$ cat src/hdl/itcf_map.svh
/*
 * Register offsets, field positions and reset values of the trap and
 * interrupt control flags block.
 * Assumes a 32-bit AXI4-Lite slave with one aligned word per register.
 */
`ifndef ITCF_MAP_SVH
`define ITCF_MAP_SVH

`define ITCF_OFF_TRAP_CTL 12'h000
`define ITCF_OFF_VEC_CTL 12'h004
`define ITCF_OFF_REQ_FLAGS 12'h008
`define ITCF_OFF_CPU_PRIO 12'h00C
`define ITCF_OFF_EXT_IN 12'h010

`define ITCF_RESET_16 16'h0000
// writable masks of the three documented registers
`define ITCF_TRAP_CTL_MASK 16'hFFDE
`define ITCF_VEC_CTL_MASK 16'h8007
`define ITCF_REQ_FLAGS_MASK 16'h3FEF

`define ITCF_B_NEST_DIS 15
`define ITCF_B_OVA_FLAG 14
`define ITCF_B_OVB_FLAG 13
`define ITCF_B_COVA_FLAG 12
`define ITCF_B_COVB_FLAG 11
`define ITCF_B_OVA_EN 10
`define ITCF_B_OVB_EN 9
`define ITCF_B_COV_EN 8
`define ITCF_B_SHIFT_ERR 7
`define ITCF_B_DIV0_ERR 6
`define ITCF_B_MATH_ERR 4
`define ITCF_B_ADDR_ERR 3
`define ITCF_B_STACK_ERR 2
`define ITCF_B_OSC_FAIL 1
`define ITCF_B_ALT_TABLE 15
`define ITCF_B_HOLD_OFF 14
`define ITCF_B_EXT0_FLAG 0

`endif

$ cat src/hdl/itcf_pkg.sv
/*
 * Types of the trap and interrupt control flags block.
 * Assumes itcf_map.svh supplies the numeric constants.
 */
package itcf_pkg;
    // accumulator events from the core, one-cycle pulses
    typedef struct packed {
        logic ova;
        logic ovb;
        logic cova;
        logic covb;
    } itcf_acc_evt_t;

    // trap causes from the core, one-cycle pulses
    typedef struct packed {
        logic shift_err;
        logic div0_err;
        logic math_other;
        logic addr_err;
        logic stack_err;
        logic osc_fail;
    } itcf_trap_evt_t;

    typedef enum logic [1:0] {
        ITCF_RD_IDLE = 2'b00,
        ITCF_RD_RESP = 2'b01
    } itcf_rd_state_t;

    typedef enum logic [1:0] {
        ITCF_WR_IDLE = 2'b00,
        ITCF_WR_RESP = 2'b01
    } itcf_wr_state_t;
endpackage

$ cat src/hdl/itcf_top.sv
/*
 * Trap and nesting control, vector and edge control, first request flags,
 * behind an AXI4-Lite slave.
 * Assumes event inputs are one-cycle pulses synchronous to clk_i and
 * external interrupt lines are already synchronous.
 */
`timescale 1ns/1ps
`include "itcf_map.svh"

module itcf_top
    import itcf_pkg::*;
(
    input wire logic clk_i,
    input wire logic rst_i,
    input wire logic [11:0] s_axi_awaddr_i,
    input wire logic s_axi_awvalid_i,
    output logic s_axi_awready_o,
    input wire logic [31:0] s_axi_wdata_i,
    input wire logic [3:0] s_axi_wstrb_i,
    input wire logic s_axi_wvalid_i,
    output logic s_axi_wready_o,
    output logic [1:0] s_axi_bresp_o,
    output logic s_axi_bvalid_o,
    input wire logic s_axi_bready_i,
    input wire logic [11:0] s_axi_araddr_i,
    input wire logic s_axi_arvalid_i,
    output logic s_axi_arready_o,
    output logic [31:0] s_axi_rdata_o,
    output logic [1:0] s_axi_rresp_o,
    output logic s_axi_rvalid_o,
    input wire logic s_axi_rready_i,
    input wire itcf_acc_evt_t acc_evt_i,
    input wire itcf_trap_evt_t trap_evt_i,
    input wire logic hold_off_active_i,
    input wire logic [2:0] ext_irq_i,
    input wire logic [12:0] periph_req_i,
    output logic nesting_disable_o,
    output logic alternate_table_select_o,
    output logic [2:0] cpu_priority_level_o,
    output logic [15:0] request_flags_o,
    output logic ova_trap_o,
    output logic ovb_trap_o,
    output logic cov_trap_o
);

    ////////////////////////////////////////////////////////////////////////
    // bus slave
    itcf_wr_state_t wr_state_q, wr_state_d;
    itcf_rd_state_t rd_state_q, rd_state_d;
    logic aw_have_q, aw_have_d;
    logic w_have_q, w_have_d;
    logic [11:0] aw_addr_q, aw_addr_d;
    logic [31:0] w_data_q, w_data_d;
    logic [3:0] w_strb_q, w_strb_d;
    logic [1:0] bresp_q, bresp_d;
    logic [31:0] rdata_q, rdata_d;
    logic [1:0] rresp_q, rresp_d;
    logic wr_fire;
    logic wr_lo;
    logic wr_hi;
    logic [15:0] wr_bytes;
    logic [31:0] rd_word;
    logic rd_ok;
    logic wr_ok;
    logic awready_q, awready_d;
    logic wready_q, wready_d;
    logic bvalid_q, bvalid_d;
    logic arready_q, arready_d;
    logic rvalid_q, rvalid_d;
    logic [11:0] rd_addr;
    logic hit_trap;
    logic hit_vec;
    logic hit_req;
    logic hit_prio;
    logic hit_ext;

    ////////////////////////////////////////////////////////////////////////
    // registers
    logic [15:0] trap_ctl_q, trap_ctl_d;
    logic [15:0] vec_ctl_q, vec_ctl_d;
    logic [15:0] req_q, req_d;
    logic [2:0] prio_q, prio_d;
    logic [2:0] ext_prev_q, ext_prev_d;
    logic [15:0] req_set;
    wire [2:0] ext_hit;
    logic [15:0] trap_wr_val;
    logic [15:0] vec_wr_val;
    logic [15:0] req_wr_val;
    logic ova_trap_q, ova_trap_d;
    logic ovb_trap_q, ovb_trap_d;
    logic cov_trap_q, cov_trap_d;

    assign wr_fire = aw_have_q && w_have_q && (wr_state_q == ITCF_WR_IDLE);
    assign wr_lo = wr_fire && w_strb_q[0];
    assign wr_hi = wr_fire && w_strb_q[1];
    assign wr_bytes = w_data_q[15:0];
    assign rd_addr = {s_axi_araddr_i[11:2], 2'b00};
    // one decode of the held address serves the response and every register
    assign hit_trap = (aw_addr_q == `ITCF_OFF_TRAP_CTL);
    assign hit_vec = (aw_addr_q == `ITCF_OFF_VEC_CTL);
    assign hit_req = (aw_addr_q == `ITCF_OFF_REQ_FLAGS);
    assign hit_prio = (aw_addr_q == `ITCF_OFF_CPU_PRIO);
    assign hit_ext = (aw_addr_q == `ITCF_OFF_EXT_IN);
    // reserved positions are dropped before they reach the flops
    assign trap_wr_val = wr_bytes & `ITCF_TRAP_CTL_MASK;
    assign vec_wr_val = wr_bytes & `ITCF_VEC_CTL_MASK;
    assign req_wr_val = wr_bytes & `ITCF_REQ_FLAGS_MASK;

    always_comb begin
        wr_state_d = wr_state_q;
        aw_have_d = aw_have_q;
        w_have_d = w_have_q;
        aw_addr_d = aw_addr_q;
        w_data_d = w_data_q;
        w_strb_d = w_strb_q;
        bresp_d = bresp_q;
        wr_ok = hit_trap || hit_vec || hit_req || hit_prio || hit_ext;
        if (s_axi_awvalid_i && !aw_have_q) begin
            aw_have_d = 1'b1;
            aw_addr_d = {s_axi_awaddr_i[11:2], 2'b00};
        end
        if (s_axi_wvalid_i && !w_have_q) begin
            w_have_d = 1'b1;
            w_data_d = s_axi_wdata_i;
            w_strb_d = s_axi_wstrb_i;
        end
        case (wr_state_q)
            ITCF_WR_IDLE: begin
                if (aw_have_q && w_have_q) begin
                    wr_state_d = ITCF_WR_RESP;
                    bresp_d = wr_ok ? 2'b00 : 2'b10;
                end
            end
            ITCF_WR_RESP: begin
                if (s_axi_bready_i) begin
                    wr_state_d = ITCF_WR_IDLE;
                    aw_have_d = 1'b0;
                    w_have_d = 1'b0;
                end
            end
            default: wr_state_d = ITCF_WR_IDLE;
        endcase
        // handshake outputs follow the next state so they leave flops
        awready_d = !aw_have_d;
        wready_d = !w_have_d;
        bvalid_d = (wr_state_d == ITCF_WR_RESP);
    end

    // write channel registers
    always_ff @(posedge clk_i) begin
        if (rst_i) begin
            wr_state_q <= ITCF_WR_IDLE;
            aw_have_q <= 1'b0;
            w_have_q <= 1'b0;
            aw_addr_q <= 12'h000;
            w_data_q <= 32'h0000_0000;
            w_strb_q <= 4'h0;
            bresp_q <= 2'b00;
            // both slots are empty out of reset, so both readies start high
            awready_q <= 1'b1;
            wready_q <= 1'b1;
            bvalid_q <= 1'b0;
        end else begin
            wr_state_q <= wr_state_d;
            aw_have_q <= aw_have_d;
            w_have_q <= w_have_d;
            aw_addr_q <= aw_addr_d;
            w_data_q <= w_data_d;
            w_strb_q <= w_strb_d;
            bresp_q <= bresp_d;
            awready_q <= awready_d;
            wready_q <= wready_d;
            bvalid_q <= bvalid_d;
        end
    end

    always_comb begin
        rd_word = 32'h0000_0000;
        rd_ok = 1'b1;
        case (rd_addr)
            `ITCF_OFF_TRAP_CTL: rd_word = {16'h0000, trap_ctl_q & `ITCF_TRAP_CTL_MASK};
            `ITCF_OFF_VEC_CTL: rd_word = {16'h0000, vec_ctl_q[15], hold_off_active_i,
                                          11'h000, vec_ctl_q[2:0]};
            `ITCF_OFF_REQ_FLAGS: rd_word = {16'h0000, req_q & `ITCF_REQ_FLAGS_MASK};
            `ITCF_OFF_CPU_PRIO: rd_word = {29'h0000_0000, prio_q};
            `ITCF_OFF_EXT_IN: rd_word = {29'h0000_0000, ext_prev_q};
            default: rd_ok = 1'b0;
        endcase
        rd_state_d = rd_state_q;
        rdata_d = rdata_q;
        rresp_d = rresp_q;
        case (rd_state_q)
            ITCF_RD_IDLE: begin
                if (s_axi_arvalid_i) begin
                    rd_state_d = ITCF_RD_RESP;
                    rdata_d = rd_ok ? rd_word : 32'h0000_0000;
                    rresp_d = rd_ok ? 2'b00 : 2'b10;
                end
            end
            ITCF_RD_RESP: begin
                if (s_axi_rready_i) begin
                    rd_state_d = ITCF_RD_IDLE;
                end
            end
            default: rd_state_d = ITCF_RD_IDLE;
        endcase
        arready_d = (rd_state_d == ITCF_RD_IDLE);
        rvalid_d = (rd_state_d == ITCF_RD_RESP);
    end

    // read channel registers
    always_ff @(posedge clk_i) begin
        if (rst_i) begin
            rd_state_q <= ITCF_RD_IDLE;
            rdata_q <= 32'h0000_0000;
            rresp_q <= 2'b00;
            arready_q <= 1'b1;
            rvalid_q <= 1'b0;
        end else begin
            rd_state_q <= rd_state_d;
            rdata_q <= rdata_d;
            rresp_q <= rresp_d;
            arready_q <= arready_d;
            rvalid_q <= rvalid_d;
        end
    end

    ////////////////////////////////////////////////////////////////////////
    // edge detect, one slice per external line
    for (genvar g = 0; g < 3; g++) begin : g_edge
        // polarity one catches a falling edge
        assign ext_hit[g] = vec_ctl_q[g] ? (ext_prev_q[g] && !ext_irq_i[g])
                                         : (!ext_prev_q[g] && ext_irq_i[g]);
    end

    ////////////////////////////////////////////////////////////////////////
    // flag and control next state
    always_comb begin
        ext_prev_d = ext_irq_i;
        // peripheral order matches bits 13..5 and 3..1
        req_set = {2'b00, periph_req_i[12:4], 1'b0, periph_req_i[3:1], 1'b0};
        req_set[`ITCF_B_EXT0_FLAG] = ext_hit[0] | periph_req_i[0];

        trap_ctl_d = trap_ctl_q;
        vec_ctl_d = vec_ctl_q;
        req_d = req_q;
        prio_d = prio_q;
        if (wr_lo && hit_trap) begin
            trap_ctl_d[7:0] = trap_wr_val[7:0];
        end
        if (wr_hi && hit_trap) begin
            trap_ctl_d[15:8] = trap_wr_val[15:8];
        end
        if (wr_lo && hit_vec) begin
            vec_ctl_d[2:0] = vec_wr_val[2:0];
        end
        if (wr_hi && hit_vec) begin
            vec_ctl_d[15] = vec_wr_val[15];
        end
        if (wr_lo && hit_req) begin
            req_d[7:0] = req_wr_val[7:0];
        end
        if (wr_hi && hit_req) begin
            req_d[15:8] = req_wr_val[15:8];
        end
        // a frozen level ignores the write but the bus still answers it
        if (wr_lo && hit_prio && !trap_ctl_q[`ITCF_B_NEST_DIS]) begin
            prio_d = wr_bytes[2:0];
        end
        // sources set after the software write so a set wins
        req_d = req_d | req_set;
        ova_trap_d = acc_evt_i.ova && trap_ctl_q[`ITCF_B_OVA_EN];
        ovb_trap_d = acc_evt_i.ovb && trap_ctl_q[`ITCF_B_OVB_EN];
        cov_trap_d = (acc_evt_i.cova || acc_evt_i.covb) && trap_ctl_q[`ITCF_B_COV_EN];
        // trap sets follow the writes above, so a trap beats a clear
        if (ova_trap_d) begin
            trap_ctl_d[`ITCF_B_OVA_FLAG] = 1'b1;
        end
        if (ovb_trap_d) begin
            trap_ctl_d[`ITCF_B_OVB_FLAG] = 1'b1;
        end
        if (cov_trap_d && acc_evt_i.cova) begin
            trap_ctl_d[`ITCF_B_COVA_FLAG] = 1'b1;
        end
        if (cov_trap_d && acc_evt_i.covb) begin
            trap_ctl_d[`ITCF_B_COVB_FLAG] = 1'b1;
        end
        if (trap_evt_i.shift_err) begin
            trap_ctl_d[`ITCF_B_SHIFT_ERR] = 1'b1;
        end
        if (trap_evt_i.div0_err) begin
            trap_ctl_d[`ITCF_B_DIV0_ERR] = 1'b1;
        end
        if (trap_evt_i.shift_err || trap_evt_i.div0_err || trap_evt_i.math_other
            || ova_trap_d || ovb_trap_d || cov_trap_d) begin
            trap_ctl_d[`ITCF_B_MATH_ERR] = 1'b1;
        end
        if (trap_evt_i.addr_err) begin
            trap_ctl_d[`ITCF_B_ADDR_ERR] = 1'b1;
        end
        if (trap_evt_i.stack_err) begin
            trap_ctl_d[`ITCF_B_STACK_ERR] = 1'b1;
        end
        if (trap_evt_i.osc_fail) begin
            trap_ctl_d[`ITCF_B_OSC_FAIL] = 1'b1;
        end
    end

    ////////////////////////////////////////////////////////////////////////
    // state registers
    always_ff @(posedge clk_i) begin
        if (rst_i) begin
            trap_ctl_q <= `ITCF_RESET_16;
            vec_ctl_q <= `ITCF_RESET_16;
            req_q <= `ITCF_RESET_16;
            prio_q <= 3'h0;
            ext_prev_q <= 3'h0;
            ova_trap_q <= 1'b0;
            ovb_trap_q <= 1'b0;
            cov_trap_q <= 1'b0;
        end else begin
            trap_ctl_q <= trap_ctl_d;
            vec_ctl_q <= vec_ctl_d;
            req_q <= req_d;
            prio_q <= prio_d;
            ext_prev_q <= ext_prev_d;
            ova_trap_q <= ova_trap_d;
            ovb_trap_q <= ovb_trap_d;
            cov_trap_q <= cov_trap_d;
        end
    end

    ////////////////////////////////////////////////////////////////////////
    // outputs
    // ready is high while the holding slot is empty
    assign s_axi_awready_o = awready_q;
    assign s_axi_wready_o = wready_q;
    assign s_axi_bvalid_o = bvalid_q;
    assign s_axi_bresp_o = bresp_q;
    assign s_axi_arready_o = arready_q;
    assign s_axi_rvalid_o = rvalid_q;
    assign s_axi_rdata_o = rdata_q;
    assign s_axi_rresp_o = rresp_q;
    assign nesting_disable_o = trap_ctl_q[`ITCF_B_NEST_DIS];
    assign alternate_table_select_o = vec_ctl_q[`ITCF_B_ALT_TABLE];
    assign cpu_priority_level_o = prio_q;
    assign request_flags_o = req_q;
    assign ova_trap_o = ova_trap_q;
    assign ovb_trap_o = ovb_trap_q;
    assign cov_trap_o = cov_trap_q;

endmodule

$ cat config.mk
export PLATFORM = sky130hd
export DESIGN_NAME = itcf_top
export DESIGN_NICKNAME = d
export VERILOG_FILES = /design/src/hdl/itcf_pkg.sv /design/src/hdl/itcf_top.sv
export VERILOG_INCLUDE_DIRS = /design/src /design/src/hdl
export SDC_FILE = /design/constraint.sdc
export NUM_CORES = 1
export LEC_CHECK = 0
export BUFFER_PORTS_ARGS = -buffer_cell sky130_fd_sc_hd__clkbuf_2
export CORE_AREA = 2 2 104 106
export CTS_BUF_LIST = sky130_fd_sc_hd__clkbuf_8
export CTS_CLUSTER_SIZE = 25
export DETAILED_ROUTE_END_ITERATION = 8
export DIE_AREA = 0 0 106 108
export PLACE_DENSITY_LB_ADDON = 0.05
export SYNTH_ARGS = -nofsm -noshare
export SYNTH_HDL_FRONTEND = slang
export SYNTH_SLANG_ARGS = --single-unit
export TNS_END_PERCENT = 50
$ cat constraint.sdc
create_clock -name clk_i -period 3.3 [get_ports clk_i]
set_input_delay 0.165 -clock clk_i [delete_from_list [all_inputs] [get_ports clk_i]]
set_output_delay 0.165 -clock clk_i [all_outputs]
set_load 0.02 [all_outputs]
Yosys cells after proc, flatten, opt, wreduce, memory -nomap -nowiden
Index checks and enable logic that the tools add are counted.
{"block": "op_classes", "n_eq_ne": 12, "n_mux": 32, "bitwise_logic": 2, "reduce_logical": 56}
{"cell": "16-bit one-hot mux with 5 select lines", "n": 1}
{"cell": "10-bit by 2-bit equality test with 1-bit output (second input constant)", "n": 4}
{"cell": "32-bit two-way mux", "n": 1}
{"cell": "12-bit logical NOT", "n": 2}
{"cell": "8-bit two-way mux", "n": 3}
{"cell": "1-bit logical AND", "n": 21}
{"cell": "10-bit by 1-bit equality test with 1-bit output (second input constant)", "n": 2}
{"cell": "10-bit by 3-bit equality test with 1-bit output (second input constant)", "n": 2}
{"cell": "2-bit nonzero test", "n": 10}
{"cell": "1-bit two-way mux", "n": 18}
{"cell": "16-bit by 14-bit bitwise OR with 16-bit output", "n": 1}
{"cell": "2-bit two-way mux", "n": 6}
{"cell": "1-bit logical OR", "n": 10}
{"cell": "2-bit by 1-bit equality test with 1-bit output (second input constant)", "n": 4}
{"cell": "2-bit one-hot mux with 2 select lines", "n": 2}
{"cell": "1-bit logical NOT", "n": 7}
{"cell": "7-bit two-way mux", "n": 1}
{"cell": "2-bit logical NOT", "n": 3}
{"cell": "5-bit OR reduction", "n": 1}
{"cell": "2-bit AND reduction", "n": 2}
{"cell": "1-bit bitwise OR", "n": 1}
{"block": "word_totals", "regBits": 118, "inputBits": 94, "out_inout_bits": 65, "wordCells": 136}

Depth between registers and ports, before layout
Gate-level depths: netlist (run 1).
{"block": "logic_depth", "ltp_word": 6, "depth_mapped": 6, "depth_no_buf": 4}

Worst setup path before layout (run 1)
Ideal clock, no wire load.
{"block": "synth_path", "kind": "register to register", "startpoint": "reg aw_addr_q[8]", "endpoint": "reg req_q[5], in the netlist request_flags_o[5]", "setup_ps": 140, "arrival_ps": 1386, "t_required_ps": 3160, "path_slack_ps": 1773, "path_stages_with_launch": 6, "path_buffers": 1, "synth_period_minus_slack_ps": 1527, "path_cell_list": "dfxtp_1 > nor4_4 > nand4_1 > buf_2 > nor3_2 > a211oi_2"}
{"block": "synth_via", "elab_chain_cells": 4}
{"element": "from (decl)", "line_no": "itcf_top.sv:52", "source": "logic [11:0] aw_addr_q, aw_addr_d;"}
{"element": "from (signal assigned)", "line_no": "itcf_top.sv:167", "source": "aw_addr_q <= aw_addr_d;"}
{"element": "10-bit by 2-bit equality test with 1-bit output (no source line)"}
{"element": "1-bit logical AND", "line_no": "itcf_top.sv:260", "source": "if (wr_lo && hit_req) begin"}
{"element": "8-bit two-way mux", "line_no": "itcf_top.sv:260"}
{"element": "16-bit by 14-bit bitwise OR with 16-bit output", "line_no": "itcf_top.sv:271", "source": "req_d = req_d | req_set;"}
{"element": "to (signal assigned)", "line_no": "itcf_top.sv:315", "source": "req_q <= `ITCF_RESET_16;"}
{"element": "to (signal assigned)", "line_no": "itcf_top.sv:324", "source": "req_q <= req_d;"}
{"element": "to (decl)", "line_no": "itcf_top.sv:81", "source": "logic [15:0] req_q, req_d;"}
Every way passes these cells.
A chain may end at the register's enable or synchronous reset.

Worst setup path after layout (run 1)
{"block": "layout_path", "startpoint": "reg aw_addr_q[8]", "endpoint": "reg req_q[10], in the netlist request_flags_o[10]"}
{"block": "layout_via", "elab_chain_cells": 4}
{"element": "10-bit by 2-bit equality test with 1-bit output (no source line)"}
{"element": "1-bit logical AND", "line_no": "itcf_top.sv:263", "source": "if (wr_hi && hit_req) begin"}
{"element": "8-bit two-way mux", "line_no": "itcf_top.sv:263"}
{"element": "16-bit by 14-bit bitwise OR with 16-bit output", "line_no": "itcf_top.sv:271"}
Every way passes these cells.

==> results of run 1 <==
==> per-layer routing <==
| layer | GRT usage | up-vias |
|---|---|---|
| li1 | - | 1764 |
| met1 | 0.223 | 1560 |
| met2 | 0.286 | 97 |
| met3 | 0.0524 | 12 |
| met4 | 0.0489 | 0 |
| met5 | 0 | - |
==> cell type report <==
class	instances	area share
Multi-Input combinational cell	322	0.387
Clock inverter	6	0.0102
Clock buffer	10	0.0281
Sequential cell	97	0.397
Timing Repair Buffer	126	0.138
Tap cell	136	0.0348
Inverter	6	0.00460
==> flip-flops by register name (all words and copies together) (netlist names), 2 cells and up <==
register	cells
s_axi_rdata_o	16
w_data_q	16
trap_ctl_q	14
request_flags_o	13
aw_addr_q	10
vec_ctl_q	4
cpu_priority_level_o	3
ext_prev_q	3
rd_state_q	2
w_strb_q	2
wr_state_q	2
==> report_power, final <==
part / internal [mW] / total [mW] / switching [mW]
Sequential: 1.22 / 1.25 / 0.0371
Combinational: 0.0945 / 0.247 / 0.153
Clock: 0.306 / 0.751 / 0.445
Total: 1.62 / 2.25 / 0.635
==> kinds of logic after synthesis <==
group	synth area share
buffers and inverters	0.0718
DFF	0.480
AOI/OAI and AO/OA	0.155
other	0.000927
muxes	0.0445
and+or+nand+nor	0.247
==> worst max-delay path by stage <==
stage / endpoint / cells past startpoint
2_1_floorplan: request_flags_o[5] / 5
3_3_place_gp: request_flags_o[11] / 4
3_5_place_dp: request_flags_o[11] / 4
4_1_cts: request_flags_o[13] / 4
5_1_grt: request_flags_o[13] / 4
6_report: request_flags_o[10] / 4
==> critical path, stage by stage, from the launching register on <==
cell	delay (ns)
dfxtp_1	0.34
nor4_4	0.51
nand4_1	0.56
nor3_1	0.30
a211oi_1	0.08
==> repair_timing <==
item,CTS,global route
hold buffers,6,1
setup endpoints to repair,0,0
endpoints found under the hold margin,6,1
==> stage by stage <==
| step | instance area, um^2 | power (mW) | hold WS, ns | instances | utilization |
|---|---|---|---|---|---|
| 2_1_floorplan | 4130 | 1.45 | 0.293 | 473 | - |
| 3_3_place_gp | 4640 | 1.52 | 0.383 | 680 | 0.453 |
| 3_5_place_dp | 4640 | 1.52 | 0.393 | 680 | 0.453 |
| 4_1_cts | 4880 | 2.27 | 0.000629 | 702 | 0.477 |
| 5_1_grt | 4890 | 2.36 | 0.00293 | 703 | 0.478 |
| 6_report | 4890 | 2.25 | 0.0110 | 703 | 0.478 |
==> layout by cell type, fill, tap and decap left out, types with 10 or more instances in the layout <==
cell	instances
nand2_1	67
mux2i_1	18
a211oi_1	12
clkbuf_8	10
a21oi_1	43
nor3_1	18
o21ai_0	12
clkbuf_2	114
conb_1	23
dfxtp_1	97
nor2_1	39
==> impl_metrics.tcl, run 1 <==
set metrics [dict create \
    met2_length_mm 4.66 \
    fp.dieH_um 108 \
    layout-drive-gt1-share 0.273 \
    nets 656 \
    cts-root-buf "clkbuf_8" \
    ant_nets 0 \
    crit_path_start "aw_addr_q[8]" \
    dr.pass1.iters 4 \
    rr_endpoint "request_flags_o[10]" \
    synth_seq_cells 97 \
    ios 159 \
    routedWlPerCell_um 14.0 \
    cp-start-kind "register" \
    worstRegToRegCells 4 \
    r2r-start "aw_addr_q[8]" \
    row_count 37 \
    cts_buffers 9 \
    top_layer_used "met4" \
    setup_ws_ns 1.38 \
    cts_sinks 97 \
    hold_path_end "w_data_q[5]" \
    seq_area_um2 1940 \
    cts_tree "done" \
    die_x_um 106 \
    async_reset_ff_frac 0 \
    clock_path_buffers 2 \
    ys_seq_area_frac 0.480 \
    critPathKind "reg -> reg" \
    multi_input_area_um2 1900 \
    die_area_um2 11400 \
    setup_viol 0 \
    grt_use_total 0.174 \
    tightest_slew_ns 0.813 \
    whs_path_depth 3 \
    diodes 0 \
    synth_edf_count 0 \
    hold_path.class "in -> reg" \
    drc 0 \
    coreArea_um2 10200 \
    grt_pass1_wl_mm 15.7 \
    fin_crit_ns 1.92 \
    antenna_found_initial 0 \
    period_share 0.582 \
    status "complete, no violations" \
    synthTopCellsByArea "dfxtp_1 (48%), nand2_1 (6.2%), a21oi_1 (5.3%)" \
    yosysMostFrequentCell "dfxtp_1" \
    synthesis.area_um2 4050 \
    synth_cell_type_count 45 \
    io_buffers 115 \
    yosys.area.top_type "dfxtp_1" \
    ys_warn_count 0 \
    finalClockSkew_ns 0.0130 \
    dp_hpwl_mm 7.12 \
    cts_resized 0 \
    synth_commonest_cells "dfxtp_1 (97), nand2_1 (67), a21oi_1 (43), nor2_1 (39), buf_4 (21)" \
    critical_path_arrival_ns 2.15 \
    cts.clk_slew.worst_paths_ns 0.09 \
    clock_latency_ns 0.37 \
    fin_tns_setup_ns 0 \
    via_count 3433 \
    dr_wl_met3_um 663 \
    syn2layout_area_growth_pct 21.0 \
    grt_max_degree 45 \
    wl_met1_mm 4.40 \
    end_kind "register" \
    slew_headroom 0.458 \
    synthCells 451 \
    fmax_mhz 521 \
    path_max_fanout 12 \
    hold_start "s_axi_wdata_i[5]" \
    maxSlewViolCount 0 \
    dp_slack_ns 1.36 \
    finalWirelength_mm 9.84 \
    drt_iter0_markers 101 \
    grt_overflow_total 0 \
    leakagePower_nw 2.17 \
    synth_top_cell_area_share 0.480 \
    gp_congestion 0.810 \
    vias_per_cell 4.88 \
    postCtsSetupRepairBufs 0 \
    rsz0062_at_grt "no" \
    drv_cap 0 \
    r2r_slack_ns 1.38 \
    hold_viol_final 0 \
    powerDensity_nw_per_um2 460 \
    htreeDepth 3 \
    worst_ep_required_time_ns 3.53 \
    synth_flop_cell "dfxtp_1" \
    final.fill_count 1061 \
    avgSynthCellArea_um2 8.97 \
    grt_pass1_vias 3203 \
    worst_ir_drop_vdd_v 0.000216 \
    start_util 0.395 \
]
Power figures use the tool's default switching activity.
==> run 2, diff against run 1 <==
Settings changed: ABC_AREA set to 1, CORE_AREA 2 2 104 106 to 2 2 105 107, DIE_AREA 0 0 106 108 to 0 0 107 109.
Clock period 3.3 ns to 1.7 ns, I/O delays scaled along.
==> run 2 against run 1 <==
  * Highest routed layer unchanged
  * Non-clock buffer count is 55 higher
  * Register-to-register slack worse by 1.2 ns
  * Via count is 17% higher
  * First-iteration DRC count is 42% higher
  * Worst setup slack worse by 1.2 ns
  * Worst hold slack better by 0.017 ns
  * Fmax is 25% higher
  * Sequential cell count stayed put
  * Synthesized cell count is 23% higher
==> impl_metrics.tcl, run 2 <==
set metrics [dict create \
    path_max_fanout 8 \
    yosysMostFrequentCell "dfxtp_1" \
    synth_commonest_cells "dfxtp_1 (97), nand2_1 (88), nor2_1 (80), a21oi_1 (57), inv_1 (51)" \
    row_count 38 \
    finalWirelength_mm 11.2 \
    synthTopCellsByArea "dfxtp_1 (47%), nand2_1 (8.1%), nor2_1 (7.3%)" \
    crit_path_start "wr_state_q[1]" \
    layout-drive-gt1-share 0.227 \
    grt_pass1_vias 3611 \
    final_cell_mix "clkbuf_2 (115), dfxtp_1 (97), nand2_1 (88)" \
    worstRegToRegCells 8 \
    crit_path_end "trap_ctl_q[4]" \
    r2r_slack_ns 0.16 \
    drc 0 \
    synth_edf_count 0 \
    fin_crit_ns 1.54 \
    drv_cap 0 \
    slew_headroom 0.624 \
    p_seq_frac 0.546 \
    worst_ir_drop_vdd_v 0.000344 \
    tightest_slew_ns 0.563 \
    synthCells 556 \
    cts-root-buf "clkbuf_8" \
    die_x_um 107 \
    ios 159 \
    status "complete, no violations" \
    drt_iter0_markers 143 \
    vias_per_cell 4.60 \
    period_share 0.905 \
    grt_use_total 0.192 \
    die_area_um2 11700 \
    avgSynthCellArea_um2 7.37 \
    via_count 4004 \
    synth_top_cell_area_share 0.474 \
    finalClockSkew_ns 0.00964 \
    cts_buffers 9 \
    rr_endpoint "trap_ctl_q[4]" \
    worst_ep_required_time_ns 1.99 \
    hold_viol_final 0 \
    power_mw 4.50 \
    maxSlewViolCount 0 \
    synth_cell_type_count 26 \
    clock_path_buffers 2 \
    hold_path.class "in -> reg" \
    synth_seq_cells 97 \
    coreArea_um2 10600 \
    grt_overflow_total 0 \
    placed_cells 804 \
    htreeDepth 3 \
    nets 819 \
    setup_viol 0 \
    power_frac_clock 0.312 \
    end_kind "register" \
    r2r-start "wr_state_q[1]" \
    fmax_mhz 650 \
    grt_pass1_wl_mm 17.6 \
    dp_hpwl_mm 8.09 \
    power.switching_mw 1.28 \
    ys_warn_count 0 \
    synth_flop_cell "dfxtp_1" \
    cts_sinks 97 \
    critical_path_arrival_ns 1.83 \
    rsz0062_at_grt "no" \
    cp-start-kind "register" \
    pwr-share-comb 0.142 \
    cts_tree "done" \
    routedWlPerCell_um 12.9 \
    io_buffers 115 \
    dr.pass1.iters 4 \
    gp_congestion 0.817 \
    instances_no_fill 870 \
    cts.clk_slew.worst_paths_ns 0.10 \
    diodes 0 \
    cts_resized 0 \
    fp.dieH_um 109 \
    final_common_cell "clkbuf_2" \
    clock_latency_ns 0.36 \
    ys_seq_area_frac 0.474 \
    final_core_util 0.517 \
    critPathKind "reg -> reg" \
    antenna_found_initial 0 \
    async_reset_ff_frac 0 \
    swShare 0.284 \
    syn2layout_area_growth_pct 33.9 \
    p_int_mw 3.23 \
    yosys.area.top_type "dfxtp_1" \
    synthesis.area_um2 4100 \
    leakagePower_nw 2.60 \
    fin_tns_setup_ns 0 \
    start_util 0.386 \
    grt_max_degree 57 \
    ant_nets 0 \
    powerDensity_nw_per_um2 821 \
]
==> run 2: cell types whose count changed in the layout (fill, tap and decap cells not counted), moves of 8 or more <==
cell | previous run | this run
buf_4 | 4 | 15
o21ai_1 | 0 | 8
a221o_1 | 9 | 0
and2_0 | 8 | 0
nand3_1 | 7 | 49
o21ai_0 | 12 | 44
nor2_1 | 39 | 80
nand2_1 | 67 | 88
mux2i_1 | 18 | 0
a21oi_1 | 43 | 57
nor3_1 | 18 | 3
a211oi_1 | 12 | 0
dlygate4sd3_1 | 7 | 49
inv_1 | 6 | 52
==> run 2: logic make-up (layout without fill, tap and decap cells) <==
logic type	count (synthesis)	in the layout	share of synthesized area
AOI/OAI and AO/OA	116	116	0.144
buffers and inverters	98	250	0.114
DFF	97	97	0.474
other	1	23	0.000915
and+or+nand+nor	244	244	0.267
==> run 2: worst max-delay path: stages, from the launching register on <==
cell	delay [ns]
dfxtp_1	0.32
nor2_1	0.14
nand3_2	0.16
nor2_2	0.11
buf_4	0.21
nand3_4	0.14
inv_2	0.15
a21oi_1	0.10
a21oi_1	0.13
==> run 2: final cells by class <==
type | instances | area (um^2)
fillers | 1087 | 5120
flip-flops and latches | 97 | 1940
multi-input cells | 383 | 1770
repair buffers | 181 | 1220
inverters | 53 | 199
well taps | 140 | 175
clock buffers | 10 | 138
clock inverters | 6 | 42.5
==> run 2: timing repair <==
| item | 4_1_cts | 5_1_grt |
|---|---|---|
| endpoints found under the hold margin | 51 | 0 |
| hold buffers | 49 | 0 |
| buffers inserted | 0 | 1 |
| endpoints found under the setup margin | 0 | 8 |
==> run 2: worst min-delay path by stage <==
| stage | start | slack (ns) | end | cells after the start |
|---|---|---|---|---|
| 3_5_place_dp | ext_irq_i[2] | 0.29 | ext_prev_q[2] | 3 |
| 4_1_cts | periph_req_i[0] | 0.01 | request_flags_o[0] | 5 |
| 6_report | periph_req_i[0] | 0.03 | request_flags_o[0] | 5 |
| 2_1_floorplan | ext_irq_i[1] | 0.19 | ext_prev_q[1] | 2 |
| 5_1_grt | acc_evt_i[2] | 0.02 | ovb_trap_o | 3 |
| 3_3_place_gp | ext_irq_i[2] | 0.29 | ext_prev_q[2] | 3 |
==> run 2: through the flow <==
| stage | cell area, um^2 | setup slack (ns) | hold slack, ns |
|---|---|---|---|
| floorplan | 4180 | 0.378 | 0.192 |
| global placement | 4790 | 0.123 | 0.286 |
| detailed placement | 4790 | 0.0892 | 0.290 |
| CTS | 5460 | 0.0616 | 0.0127 |
| global route | 5480 | 0.0197 | 0.0209 |
| finish | 5480 | 0.161 | 0.0278 |
==> run 2: power by group through the flow <==
stage               clock (mW)  sequential [mW]  combinational [mW]
global route              1.55             2.47               0.706
finish                    1.41             2.46               0.638
global placement             0             2.51               0.541
floorplan                    0             2.53               0.337
CTS                       1.45             2.46               0.637
detailed placement           0             2.51               0.548
==> run 2: layer usage <==
layer / up-vias / global-route usage / part of all wire
li1: 2103 / - / -
met5: - / 0 / 0
met4: 0 / 0.0594 / 0.012
met3: 11 / 0.0245 / 0.041
met1: 1780 / 0.262 / 0.48
met2: 110 / 0.319 / 0.47
